**src/shared/evt_status_pkg.sv**
```systemverilog
// Package for the low event status block: register offsets, bit positions,
// reset values and the bus answer constants.
// Assumes a 32-bit classic Wishbone slave with byte addresses.
package evt_status_pkg;
  // Register byte offsets
  localparam logic [7:0] STATUS_OFS = 8'h00;
  localparam logic [7:0] MASK_OFS = 8'h04;
  localparam logic [7:0] CONTROL_OFS = 8'h08;
  localparam logic [7:0] STATE_OFS = 8'h0C;
  // Bit positions in the status word
  localparam int SEND_FAULT_BIT = 8;
  localparam int TIMER_WRAP_BIT = 7;
  localparam int DESC_USED_UP_BIT = 6;
  localparam int BUF_USED_UP_BIT = 5;
  localparam int AREA_OVERFLOW_BIT = 4;
  localparam int CHECKSUM_WRAP_BIT = 3;
  localparam int ALIGN_WRAP_BIT = 2;
  localparam int MISSED_WRAP_BIT = 1;
  localparam int RX_FIFO_OVF_BIT = 0;
  localparam int FLAG_COUNT = 9;
  // Transmit error cause positions in the descriptor status word
  localparam int CAUSE_MISMATCH_BIT = 0;
  localparam int CAUSE_COLLISION_BIT = 1;
  localparam int CAUSE_FIFO_BIT = 2;
  localparam int CAUSE_DEFERRAL_BIT = 3;
  // Reset values
  localparam logic [8:0] STATUS_RESET = 9'h000;
  localparam logic [8:0] MASK_RESET = 9'h000;
  localparam logic [31:0] UNMAPPED_READ = 32'h0000_0000;
  // Counter wrap patterns
  localparam logic [31:0] TIMER_ZERO = 32'h0000_0000;
  localparam logic [15:0] TALLY_ONES = 16'hFFFF;
  // Pointer width
  localparam int PTR_W = 16;
endpackage

```
**src/rtl/evt_status_low.sv**
```systemverilog
// Low nine bits of the event status word, its mask and interrupt output,
// plus the receive resource gating tied to the buffer exhausted flag.
// Assumes transmit, receive and counter logic run on CLK and give pulses.
`timescale 1ns/1ns
// How it works
// - Transmit packet error sets bit 8
// - Error causes written into descriptor status word
// - Timer wrap from zero to ones sets bit 7
// - List end marker seen sets bit 6
// - Read pointer meets write pointer sets bit 5
// - Bit 5 rises at last descriptor read
// - Reception halts until buffers added and cleared
// - Clearing bit 5 with buffers fetches descriptor
// - Buffer area end sets bit 4, aborts
// - Truncated packet: no reuse, no descriptor
// - Checksum tally wrap sets bit 3
// - Alignment tally wrap sets bit 2
// - Missed tally wrap sets bit 1
// - Receive FIFO overrun sets bit 0
// - FIFO underrun goes to transmit control
// - Writing one clears, zero leaves bit
// - Only unmasked bits drive interrupt output
// - Hardware reset clears, software reset keeps
module evt_status_low
  import evt_status_pkg::*;
(
  // Clock and reset
  input wire logic CLK,
  input wire logic SRST,
  input wire logic SOFT_RESET,
  // Wishbone slave
  input wire logic WB_CYC_I,
  input wire logic WB_STB_I,
  input wire logic WB_WE_I,
  input wire logic [7:0] WB_ADR_I,
  input wire logic [3:0] WB_SEL_I,
  input wire logic [31:0] WB_DAT_I,
  output logic [31:0] WB_DAT_O,
  output logic WB_ACK_O,
  // Transmit events
  input wire logic TX_DONE,
  input wire logic TX_BYTE_COUNT_MISMATCH,
  input wire logic TX_EXCESS_COLLISIONS,
  input wire logic TX_FIFO_STARVED,
  input wire logic TX_EXCESS_DEFERRAL,
  output logic [3:0] TX_DESC_STATUS,
  output logic TX_DESC_STATUS_WE,
  output logic TX_CTRL_FIFO_STARVED,
  // Counters
  input wire logic [31:0] TIMER_COUNT,
  input wire logic [15:0] CHECKSUM_TALLY,
  input wire logic [15:0] ALIGN_TALLY,
  input wire logic [15:0] MISSED_TALLY,
  // Receive resource events
  input wire logic LIST_END_SEEN,
  input wire logic RESOURCE_LAST_FIELD_READ,
  input wire logic [PTR_W-1:0] RESOURCE_READ_PTR,
  input wire logic [PTR_W-1:0] RESOURCE_WRITE_PTR,
  input wire logic LAST_BUFFER_USED,
  input wire logic BUFFER_AREA_END,
  input wire logic RX_FIFO_FULL_NO_BUS,
  // Receive control
  output logic RX_ENABLE,
  output logic FETCH_RESOURCE,
  output logic RX_ABORT_PACKET,
  // Interrupt
  output logic INT_OUT
);

  ////////////////////////////////////////////////////////////////////////////
  // Bus decode

  logic bus_req;
  logic wr_lo;
  logic [8:0] clr_bits;
  logic [8:0] set_bits;
  logic [8:0] status;
  logic [8:0] mask_reg;
  logic rx_halt_reg;
  logic fetch_cmd_reg;
  logic starved_reg;
  logic timer_wrap;
  logic checksum_wrap;
  logic align_wrap;
  logic missed_wrap;
  logic buf_clear;
  logic buffers_added;
  logic hit_status;
  logic hit_mask;
  logic hit_state;
  logic [31:0] rd_data_next;

  // A request is taken once, then ack drops for a cycle
  assign bus_req = WB_CYC_I && WB_STB_I && !WB_ACK_O;
  // Both low byte lanes must be enabled to touch the nine bits
  assign wr_lo = bus_req && WB_WE_I && WB_SEL_I[0] && WB_SEL_I[1];

  // One select per register; any other address is unmapped and reads zero
  always_comb begin
    hit_status = 1'b0;
    hit_mask = 1'b0;
    hit_state = 1'b0;
    if (WB_ADR_I == STATUS_OFS) begin
      hit_status = 1'b1;
    end else if (WB_ADR_I == MASK_OFS) begin
      hit_mask = 1'b1;
    end else if (WB_ADR_I == STATE_OFS) begin
      hit_state = 1'b1;
    end
  end

  // Read word picked ahead of the answer edge; the data flop only loads it
  always_comb begin
    rd_data_next = UNMAPPED_READ;
    if (hit_status) begin
      rd_data_next = {23'h000000, status};
    end else if (hit_mask) begin
      rd_data_next = {23'h000000, mask_reg};
    end else if (hit_state) begin
      rd_data_next = {30'h00000000, fetch_cmd_reg, rx_halt_reg};
    end
  end

  // Write-one clear strobes on the status word
  // A strobe lasts one cycle only, because the request is taken once
  always_comb begin
    clr_bits = 9'h000;
    if (wr_lo && hit_status) begin
      clr_bits = WB_DAT_I[8:0];
    end
  end

  ////////////////////////////////////////////////////////////////////////////
  // Event sources

  wrap_detect #(.W(32), .FROM_VAL(TIMER_ZERO), .TO_VAL(~TIMER_ZERO)) u_timer_wrap (
    .clk(CLK),
    .srst(SRST),
    .count(TIMER_COUNT),
    .wrapped(timer_wrap)
  );
  wrap_detect #(.W(16), .FROM_VAL(TALLY_ONES), .TO_VAL(~TALLY_ONES)) u_checksum_wrap (
    .clk(CLK),
    .srst(SRST),
    .count(CHECKSUM_TALLY),
    .wrapped(checksum_wrap)
  );
  wrap_detect #(.W(16), .FROM_VAL(TALLY_ONES), .TO_VAL(~TALLY_ONES)) u_align_wrap (
    .clk(CLK),
    .srst(SRST),
    .count(ALIGN_TALLY),
    .wrapped(align_wrap)
  );
  wrap_detect #(.W(16), .FROM_VAL(TALLY_ONES), .TO_VAL(~TALLY_ONES)) u_missed_wrap (
    .clk(CLK),
    .srst(SRST),
    .count(MISSED_TALLY),
    .wrapped(missed_wrap)
  );

  // Gather the set pulses; underrun alone still counts as transmit error
  always_comb begin
    set_bits = 9'h000;
    set_bits[SEND_FAULT_BIT] = TX_DONE && (TX_BYTE_COUNT_MISMATCH ||
      TX_EXCESS_COLLISIONS || TX_FIFO_STARVED || TX_EXCESS_DEFERRAL);
    set_bits[TIMER_WRAP_BIT] = timer_wrap;
    set_bits[DESC_USED_UP_BIT] = LIST_END_SEEN;
    // Early warning: flagged when the last descriptor is read
    set_bits[BUF_USED_UP_BIT] = RESOURCE_LAST_FIELD_READ &&
      (RESOURCE_READ_PTR == RESOURCE_WRITE_PTR);
    set_bits[AREA_OVERFLOW_BIT] = BUFFER_AREA_END;
    set_bits[CHECKSUM_WRAP_BIT] = checksum_wrap;
    set_bits[ALIGN_WRAP_BIT] = align_wrap;
    set_bits[MISSED_WRAP_BIT] = missed_wrap;
    set_bits[RX_FIFO_OVF_BIT] = RX_FIFO_FULL_NO_BUS;
  end

  ////////////////////////////////////////////////////////////////////////////
  // Status flags

  // Of the two resets only SRST clears the flags; SOFT_RESET is deliberately not wired
  generate
    for (genvar i = 0; i < FLAG_COUNT; i++) begin : g_flag
      w1c_flag u_flag (
        .clk(CLK),
        .srst(SRST),
        .set_evt(set_bits[i]),
        .clr_evt(clr_bits[i]),
        .flag(status[i])
      );
    end
  endgenerate

  // Mask register, low byte lanes only
  always_ff @(posedge CLK) begin
    if (SRST) begin
      mask_reg <= MASK_RESET;
    end else if (wr_lo && hit_mask) begin
      mask_reg <= WB_DAT_I[8:0];
    end
  end

  // Interrupt from unmasked flags, registered
  // Costs one cycle of latency but keeps the pin free of decode glitches
  always_ff @(posedge CLK) begin
    if (SRST) begin
      INT_OUT <= 1'b0;
    end else begin
      INT_OUT <= |(status & mask_reg);
    end
  end

  ////////////////////////////////////////////////////////////////////////////
  // Transmit error reporting

  // Causes go to the descriptor; underrun also goes to transmit control
  always_ff @(posedge CLK) begin
    if (SRST) begin
      TX_DESC_STATUS <= 4'h0;
      TX_DESC_STATUS_WE <= 1'b0;
      starved_reg <= 1'b0;
    end else begin
      TX_DESC_STATUS_WE <= TX_DONE;
      if (TX_DONE) begin
        TX_DESC_STATUS[CAUSE_MISMATCH_BIT] <= TX_BYTE_COUNT_MISMATCH;
        TX_DESC_STATUS[CAUSE_COLLISION_BIT] <= TX_EXCESS_COLLISIONS;
        TX_DESC_STATUS[CAUSE_FIFO_BIT] <= TX_FIFO_STARVED;
        TX_DESC_STATUS[CAUSE_DEFERRAL_BIT] <= TX_EXCESS_DEFERRAL;
        starved_reg <= TX_FIFO_STARVED;
      end
    end
  end

  always_ff @(posedge CLK) begin
    if (SRST) begin
      TX_CTRL_FIFO_STARVED <= 1'b0;
    end else begin
      TX_CTRL_FIFO_STARVED <= starved_reg;
    end
  end

  ////////////////////////////////////////////////////////////////////////////
  // Receive gating

  // Software is trusted to add descriptors before clearing
  assign buffers_added = (RESOURCE_WRITE_PTR != RESOURCE_READ_PTR);
  assign buf_clear = clr_bits[BUF_USED_UP_BIT] && status[BUF_USED_UP_BIT] &&
    !set_bits[BUF_USED_UP_BIT];

  // Halt after the last buffer; resume when cleared with buffers added
  // Halt is armed only while bit 5 is set, so a last-buffer pulse with
  // resources still queued cannot stop reception
  always_ff @(posedge CLK) begin
    if (SRST) begin
      rx_halt_reg <= 1'b0;
    end else if (LAST_BUFFER_USED && status[BUF_USED_UP_BIT]) begin
      rx_halt_reg <= 1'b1;
    end else if (rx_halt_reg && !status[BUF_USED_UP_BIT] && buffers_added) begin
      rx_halt_reg <= 1'b0;
    end
  end

  // Descriptor fetch on clear with buffers, or on area overflow
  always_ff @(posedge CLK) begin
    if (SRST) begin
      fetch_cmd_reg <= 1'b0;
    end else begin
      fetch_cmd_reg <= (buf_clear && buffers_added) || BUFFER_AREA_END;
    end
  end

  // Outputs of the receive gating, all from flops
  always_ff @(posedge CLK) begin
    if (SRST) begin
      RX_ENABLE <= 1'b1;
      FETCH_RESOURCE <= 1'b0;
      RX_ABORT_PACKET <= 1'b0;
    end else begin
      RX_ENABLE <= !rx_halt_reg;
      FETCH_RESOURCE <= fetch_cmd_reg;
      // Abort drops the rest of the area and skips the descriptor write
      RX_ABORT_PACKET <= BUFFER_AREA_END;
    end
  end

  ////////////////////////////////////////////////////////////////////////////
  // Bus answer

  // One wait-free cycle: ack and data the edge after the request is seen
  // Data loads only on reads, so it stands until the next read answer
  always_ff @(posedge CLK) begin
    if (SRST) begin
      WB_ACK_O <= 1'b0;
      WB_DAT_O <= UNMAPPED_READ;
    end else begin
      WB_ACK_O <= bus_req;
      if (bus_req && !WB_WE_I) begin
        WB_DAT_O <= rd_data_next;
      end
    end
  end

endmodule // evt_status_low

```
**src/rtl/wrap_detect.sv**
```systemverilog
// Detects a counter stepping from one fixed value to another.
// Assumes the counter is sampled on the same clock as the block.
`timescale 1ns/1ns
module wrap_detect #(
  parameter int W = 16,
  parameter logic [W-1:0] FROM_VAL = '1,
  parameter logic [W-1:0] TO_VAL = '0
) (
  // Clock and reset
  input wire logic clk,
  input wire logic srst,
  // Counter and event
  input wire logic [W-1:0] count,
  output logic wrapped
);
  logic [W-1:0] last_reg;
  logic primed_reg;

  // Remember the last value; first sample after reset cannot count as wrap
  always_ff @(posedge clk) begin
    if (srst) begin
      last_reg <= '0;
      primed_reg <= 1'b0;
    end else begin
      last_reg <= count;
      primed_reg <= 1'b1;
    end
  end

  assign wrapped = primed_reg && (last_reg == FROM_VAL) && (count == TO_VAL);
endmodule // wrap_detect

```
**src/rtl/w1c_flag.sv**
```systemverilog
// One sticky status flag: set by hardware, cleared by a write of one.
// Assumes the clear strobe lasts one cycle.
`timescale 1ns/1ns
module w1c_flag (
  // Clock and reset
  input wire logic clk,
  input wire logic srst,
  // Set and clear
  input wire logic set_evt,
  input wire logic clr_evt,
  output logic flag
);
  // Set wins over clear so an event in the clear cycle survives
  always_ff @(posedge clk) begin
    if (srst) begin
      flag <= 1'b0;
    end else if (set_evt) begin
      flag <= 1'b1;
    end else if (clr_evt) begin
      flag <= 1'b0;
    end
  end
endmodule // w1c_flag

```
**config.mk**
```make
export PLATFORM = sky130hd
export DESIGN_NAME = evt_status_low
export DESIGN_NICKNAME = d
export VERILOG_FILES = /design/src/shared/evt_status_pkg.sv /design/src/rtl/evt_status_low.sv /design/src/rtl/wrap_detect.sv /design/src/rtl/w1c_flag.sv
export SDC_FILE = /design/constraint.sdc
export NUM_CORES = 1
export LEC_CHECK = 0
export BUFFER_PORTS_ARGS = -buffer_cell sky130_fd_sc_hd__buf_2
export CAP_MARGIN = 20
export CORE_MARGIN = 2
export CORE_UTILIZATION = 43
export CTS_BUF_LIST = sky130_fd_sc_hd__clkbuf_8
export CTS_CLUSTER_SIZE = 25
export DETAILED_ROUTE_END_ITERATION = 6
export PLACE_DENSITY = 0.75
export SLEW_MARGIN = 10
export SYNTH_ARGS = -nofsm -noshare
export SYNTH_HDL_FRONTEND = slang
export SYNTH_SLANG_ARGS = --single-unit
```
**constraint.sdc**
```tcl
create_clock -name CLK -period 2 [get_ports CLK]
set_input_delay 0.4 -clock CLK [delete_from_list [all_inputs] [get_ports CLK]]
set_output_delay 0.4 -clock CLK [all_outputs]
set_load 0.03 [all_outputs]
```
==> results.md <==
* Post CTS Setup Buffer Count at 0
* Period Utilization, post-route at approximately nine tenths
* CTS clock-pin slew for the worst setup and hold paths at ~0.070 ns
* PortBufs at 165
* Reg-to-reg startpoint: u_timer_wrap.last_reg[26]$_SDFF_PP0_
* Tmin final at 1.805 ns
* Hold Path Sink: g_flag[0].u_flag.flag$_SDFFE_PP0P_
* Die X at between 100 and 150 µm
* Tot GR Track Use at 18.48%
* Worst Min Path Start: RX_FIFO_FULL_NO_BUS
* Final instance area at about 5800 µm²
* Drt drc at 0
* Yosys Warn Count at 0
* Max frequency at roughly 550 MHz
* Max_cap viols at 0
* FP Rows at 37
* R2R depth at 4
* RSZ-0062 raised after global routing: false
* Setup-failing EPs final at 0
* PwrDens at 847.0 nW/µm²
* Register area share after synthesis at 53.23%
* Post-Synthesis Cell Area at ~4600 µm²
* Vias in the first global route at between 3000 and 4000
* Fillers at ~960
* I/O pin cnt at around 220
* Longest Clk Path Bufs at 2
* Most common library cell in the layout ignoring fill and taps: buf_2
* Clk_skew at 0.01771 ns
* Vias per cell at about 4.9
* Antenna Cells at 0
* Die Y at between 100 and 150 µm
* Layout cells sized above 1 at between 30 and 40%
* Pre-CTS WS at -0.04571 ns
* Core Area at roughly 10000 µm²
* Final nets at 794
* Leak pwr at 2.489 nW
* Vias at 3746
* Slew Viols, Final at 0
* Hold Fails Final Rpt at 0
* Hold Path Cell Cnt at 2
* Routability congestion estimate at between 0.8 and 0.9
* Hold_buf cts at 0
* Initial Util at ~44%
* CP startpoint kind: flip-flop
* DR pass1 iterations at 4
* Die ar. at 11420 µm²
* Post-route setup slack at 0.1949 ns
* Min-Delay Path Class: primary input to flip-flop
* Status: completed
* Final Util at between 50% and 60%
* Max H-tree Level at 4
* Seq cells post-synth at 121
* CTS resizes at 0
* Skew-Pair Late Insertion Delay at approximately 0.42 ns
* Routed wire length at about 10000 µm
* Syn avg cell area at ~10 µm²
* Dpl hpwl at ~8100 µm
* Clk root buf: clkbuf_8
* Peak VDD IR at approximately 0.35 mV
* Num CTS Buffers at 17
* WP data required at around 2.4 ns
* ANT nets after route at 0
* WS Path Type: flip-flop to flip-flop
* Reg2reg end: g_flag[7].u_flag.flag$_SDFFE_PP0P_
* WL/cell at ~14 µm
* Worst Path Max Fanout at 1
* First-pass GRT wire length at ~17000 µm
* Most frequent cells in the layout: buf_2 (164), dfxtp_1 (121), nor2b_1 (86), conb_1 (23), nand4_1 (21)
* Worst path arrival time at about 2.2 ns
* # clock sinks at 121
* Initial antenna violation count at 0
* Cells after Synth at 446
* Layout area overhead at 27.96%
* Max reg flops at 32
* Area post-placement at around 5500 µm²
* CTS tree: yes
* Yosys cell types at 47
* Starting DRT DRC Count at 180
* FF-to-FF setup slack at just under 0.2 ns
* CP endpoint kind: flip-flop
* Setup TNS at 0 ns
* Pin count of the biggest net entering global routing at 66
* Gr ovfl total at 0
-- how the worst max path moves through the flow --
stage / start / slack [ns] / depth (start not counted) / to
floorplan: WB_ADR_I[7] / -0.0004 / 6 / mask_reg[1]$_SDFFE_PP0P_
detailed placement: WB_ADR_I[7] / -0.05 / 5 / mask_reg[0]$_SDFFE_PP0P_
CTS: u_timer_wrap.last_reg[26]$_SDFF_PP0_ / 0.14 / 4 / g_flag[7].u_flag.flag$_SDFFE_PP0P_
finish: u_timer_wrap.last_reg[26]$_SDFF_PP0_ / 0.19 / 4 / g_flag[7].u_flag.flag$_SDFFE_PP0P_
global route: u_timer_wrap.last_reg[26]$_SDFF_PP0_ / 0.07 / 4 / g_flag[7].u_flag.flag$_SDFFE_PP0P_
global placement: MISSED_TALLY[8] / -0.03 / 5 / g_flag[1].u_flag.flag$_SDFFE_PP0P_
-- critical path, stage by stage (launching register included) --
cell	delay, ns
dfxtp_1	0.30
or4b_1	0.50
or4_1	0.53
nor4_1	0.25
a21o_1	0.16
-- layout make-up --
cell class                      count  area (µm²)  area share [%]
Inverter                            4       15.01          0.2578
Multi-Input combinational cell    301        1933           33.20
Timing Repair Buffer              177       930.9           15.99
Sequential cell                   121        2422           41.60
Tap cell                          136       170.2           2.922
Clock inverter                     15       117.6           2.020
Clock buffer                       17       234.0           4.018
-- through the flow --
step | hold WS (ns) | power [mW] | instances
floorplan | 0.3683 | 2.884 | 468
global placement | 0.3998 | 3.066 | 739
detailed placement | 0.4123 | 3.084 | 739
CTS | 0.1658 | 5.004 | 771
global route | 0.1759 | 5.156 | 771
finish | 0.1894 | 4.932 | 771
-- cells in the mapped netlist, drive strengths merged --
library cell | instances | area [µm²]
nor2 | 17 | 63.81
a31o | 1 | 8.760
nand4bb | 1 | 11.26
conb | 1 | 3.750
or2 | 1 | 6.260
nand4 | 21 | 131.4
and3 | 2 | 12.51
nor2b | 86 | 538.0
or4b | 4 | 40.04
clkbuf | 15 | 56.30
dfxtp | 121 | 2422
a21o | 1 | 7.510
a21boi | 4 | 30.03
a222oi | 1 | 10.01
o22ai | 1 | 6.260
mux2i | 4 | 40.04
xnor2 | 16 | 140.1
a21oi | 13 | 65.06
buf | 27 | 206.4
nand2b | 1 | 6.260
nor3 | 1 | 5.000
a31oi | 1 | 6.260
nand2 | 10 | 37.54
nand3 | 16 | 80.08
a32o | 1 | 10.01
or4 | 6 | 52.55
nor4bb | 1 | 10.01
inv | 4 | 15.01
o21a | 5 | 37.54
a22o | 3 | 26.28
nand3b | 1 | 7.510
nor4 | 23 | 180.2
a221oi | 1 | 8.760
mux2 | 7 | 78.82
o41a | 1 | 11.26
nand4b | 4 | 35.03
a22oi | 8 | 60.06
o21ai | 13 | 65.06
a211o | 2 | 17.52
-- report_power, final --
group,internal (mW),switching (mW),leakage (nW),total [mW]
clock network,0.878,1.03,0.171,1.91
logic,0.221,0.262,1.32,0.484
registers,2.51,0.0310,1.00,2.54
total,3.61,1.32,2.49,4.93
-- kinds of logic (layout without fill, tap and decap cells) --
| group | count (synthesis) | count (layout) | synth area share, % |
|---|---|---|---|
| flops | 121 | 121 | 53.23 |
| buf+inv | 46 | 213 | 6.104 |
| mux | 11 | 11 | 2.612 |
| simple gates | 195 | 195 | 26.75 |
| xor+xnor | 16 | 16 | 3.079 |
| other cells | 1 | 23 | 0.08241 |
| compound gates | 56 | 56 | 8.139 |
-- layer usage --
layer	wire (µm)	up-vias	global-route usage, %
met2	5219	119	31.94
li1	-	1877	-
met1	4479	1738	22.12
met4	147	0	7.792
met3	568	12	4.073
met5	0	-	0
Power figures use the tool's default switching activity.
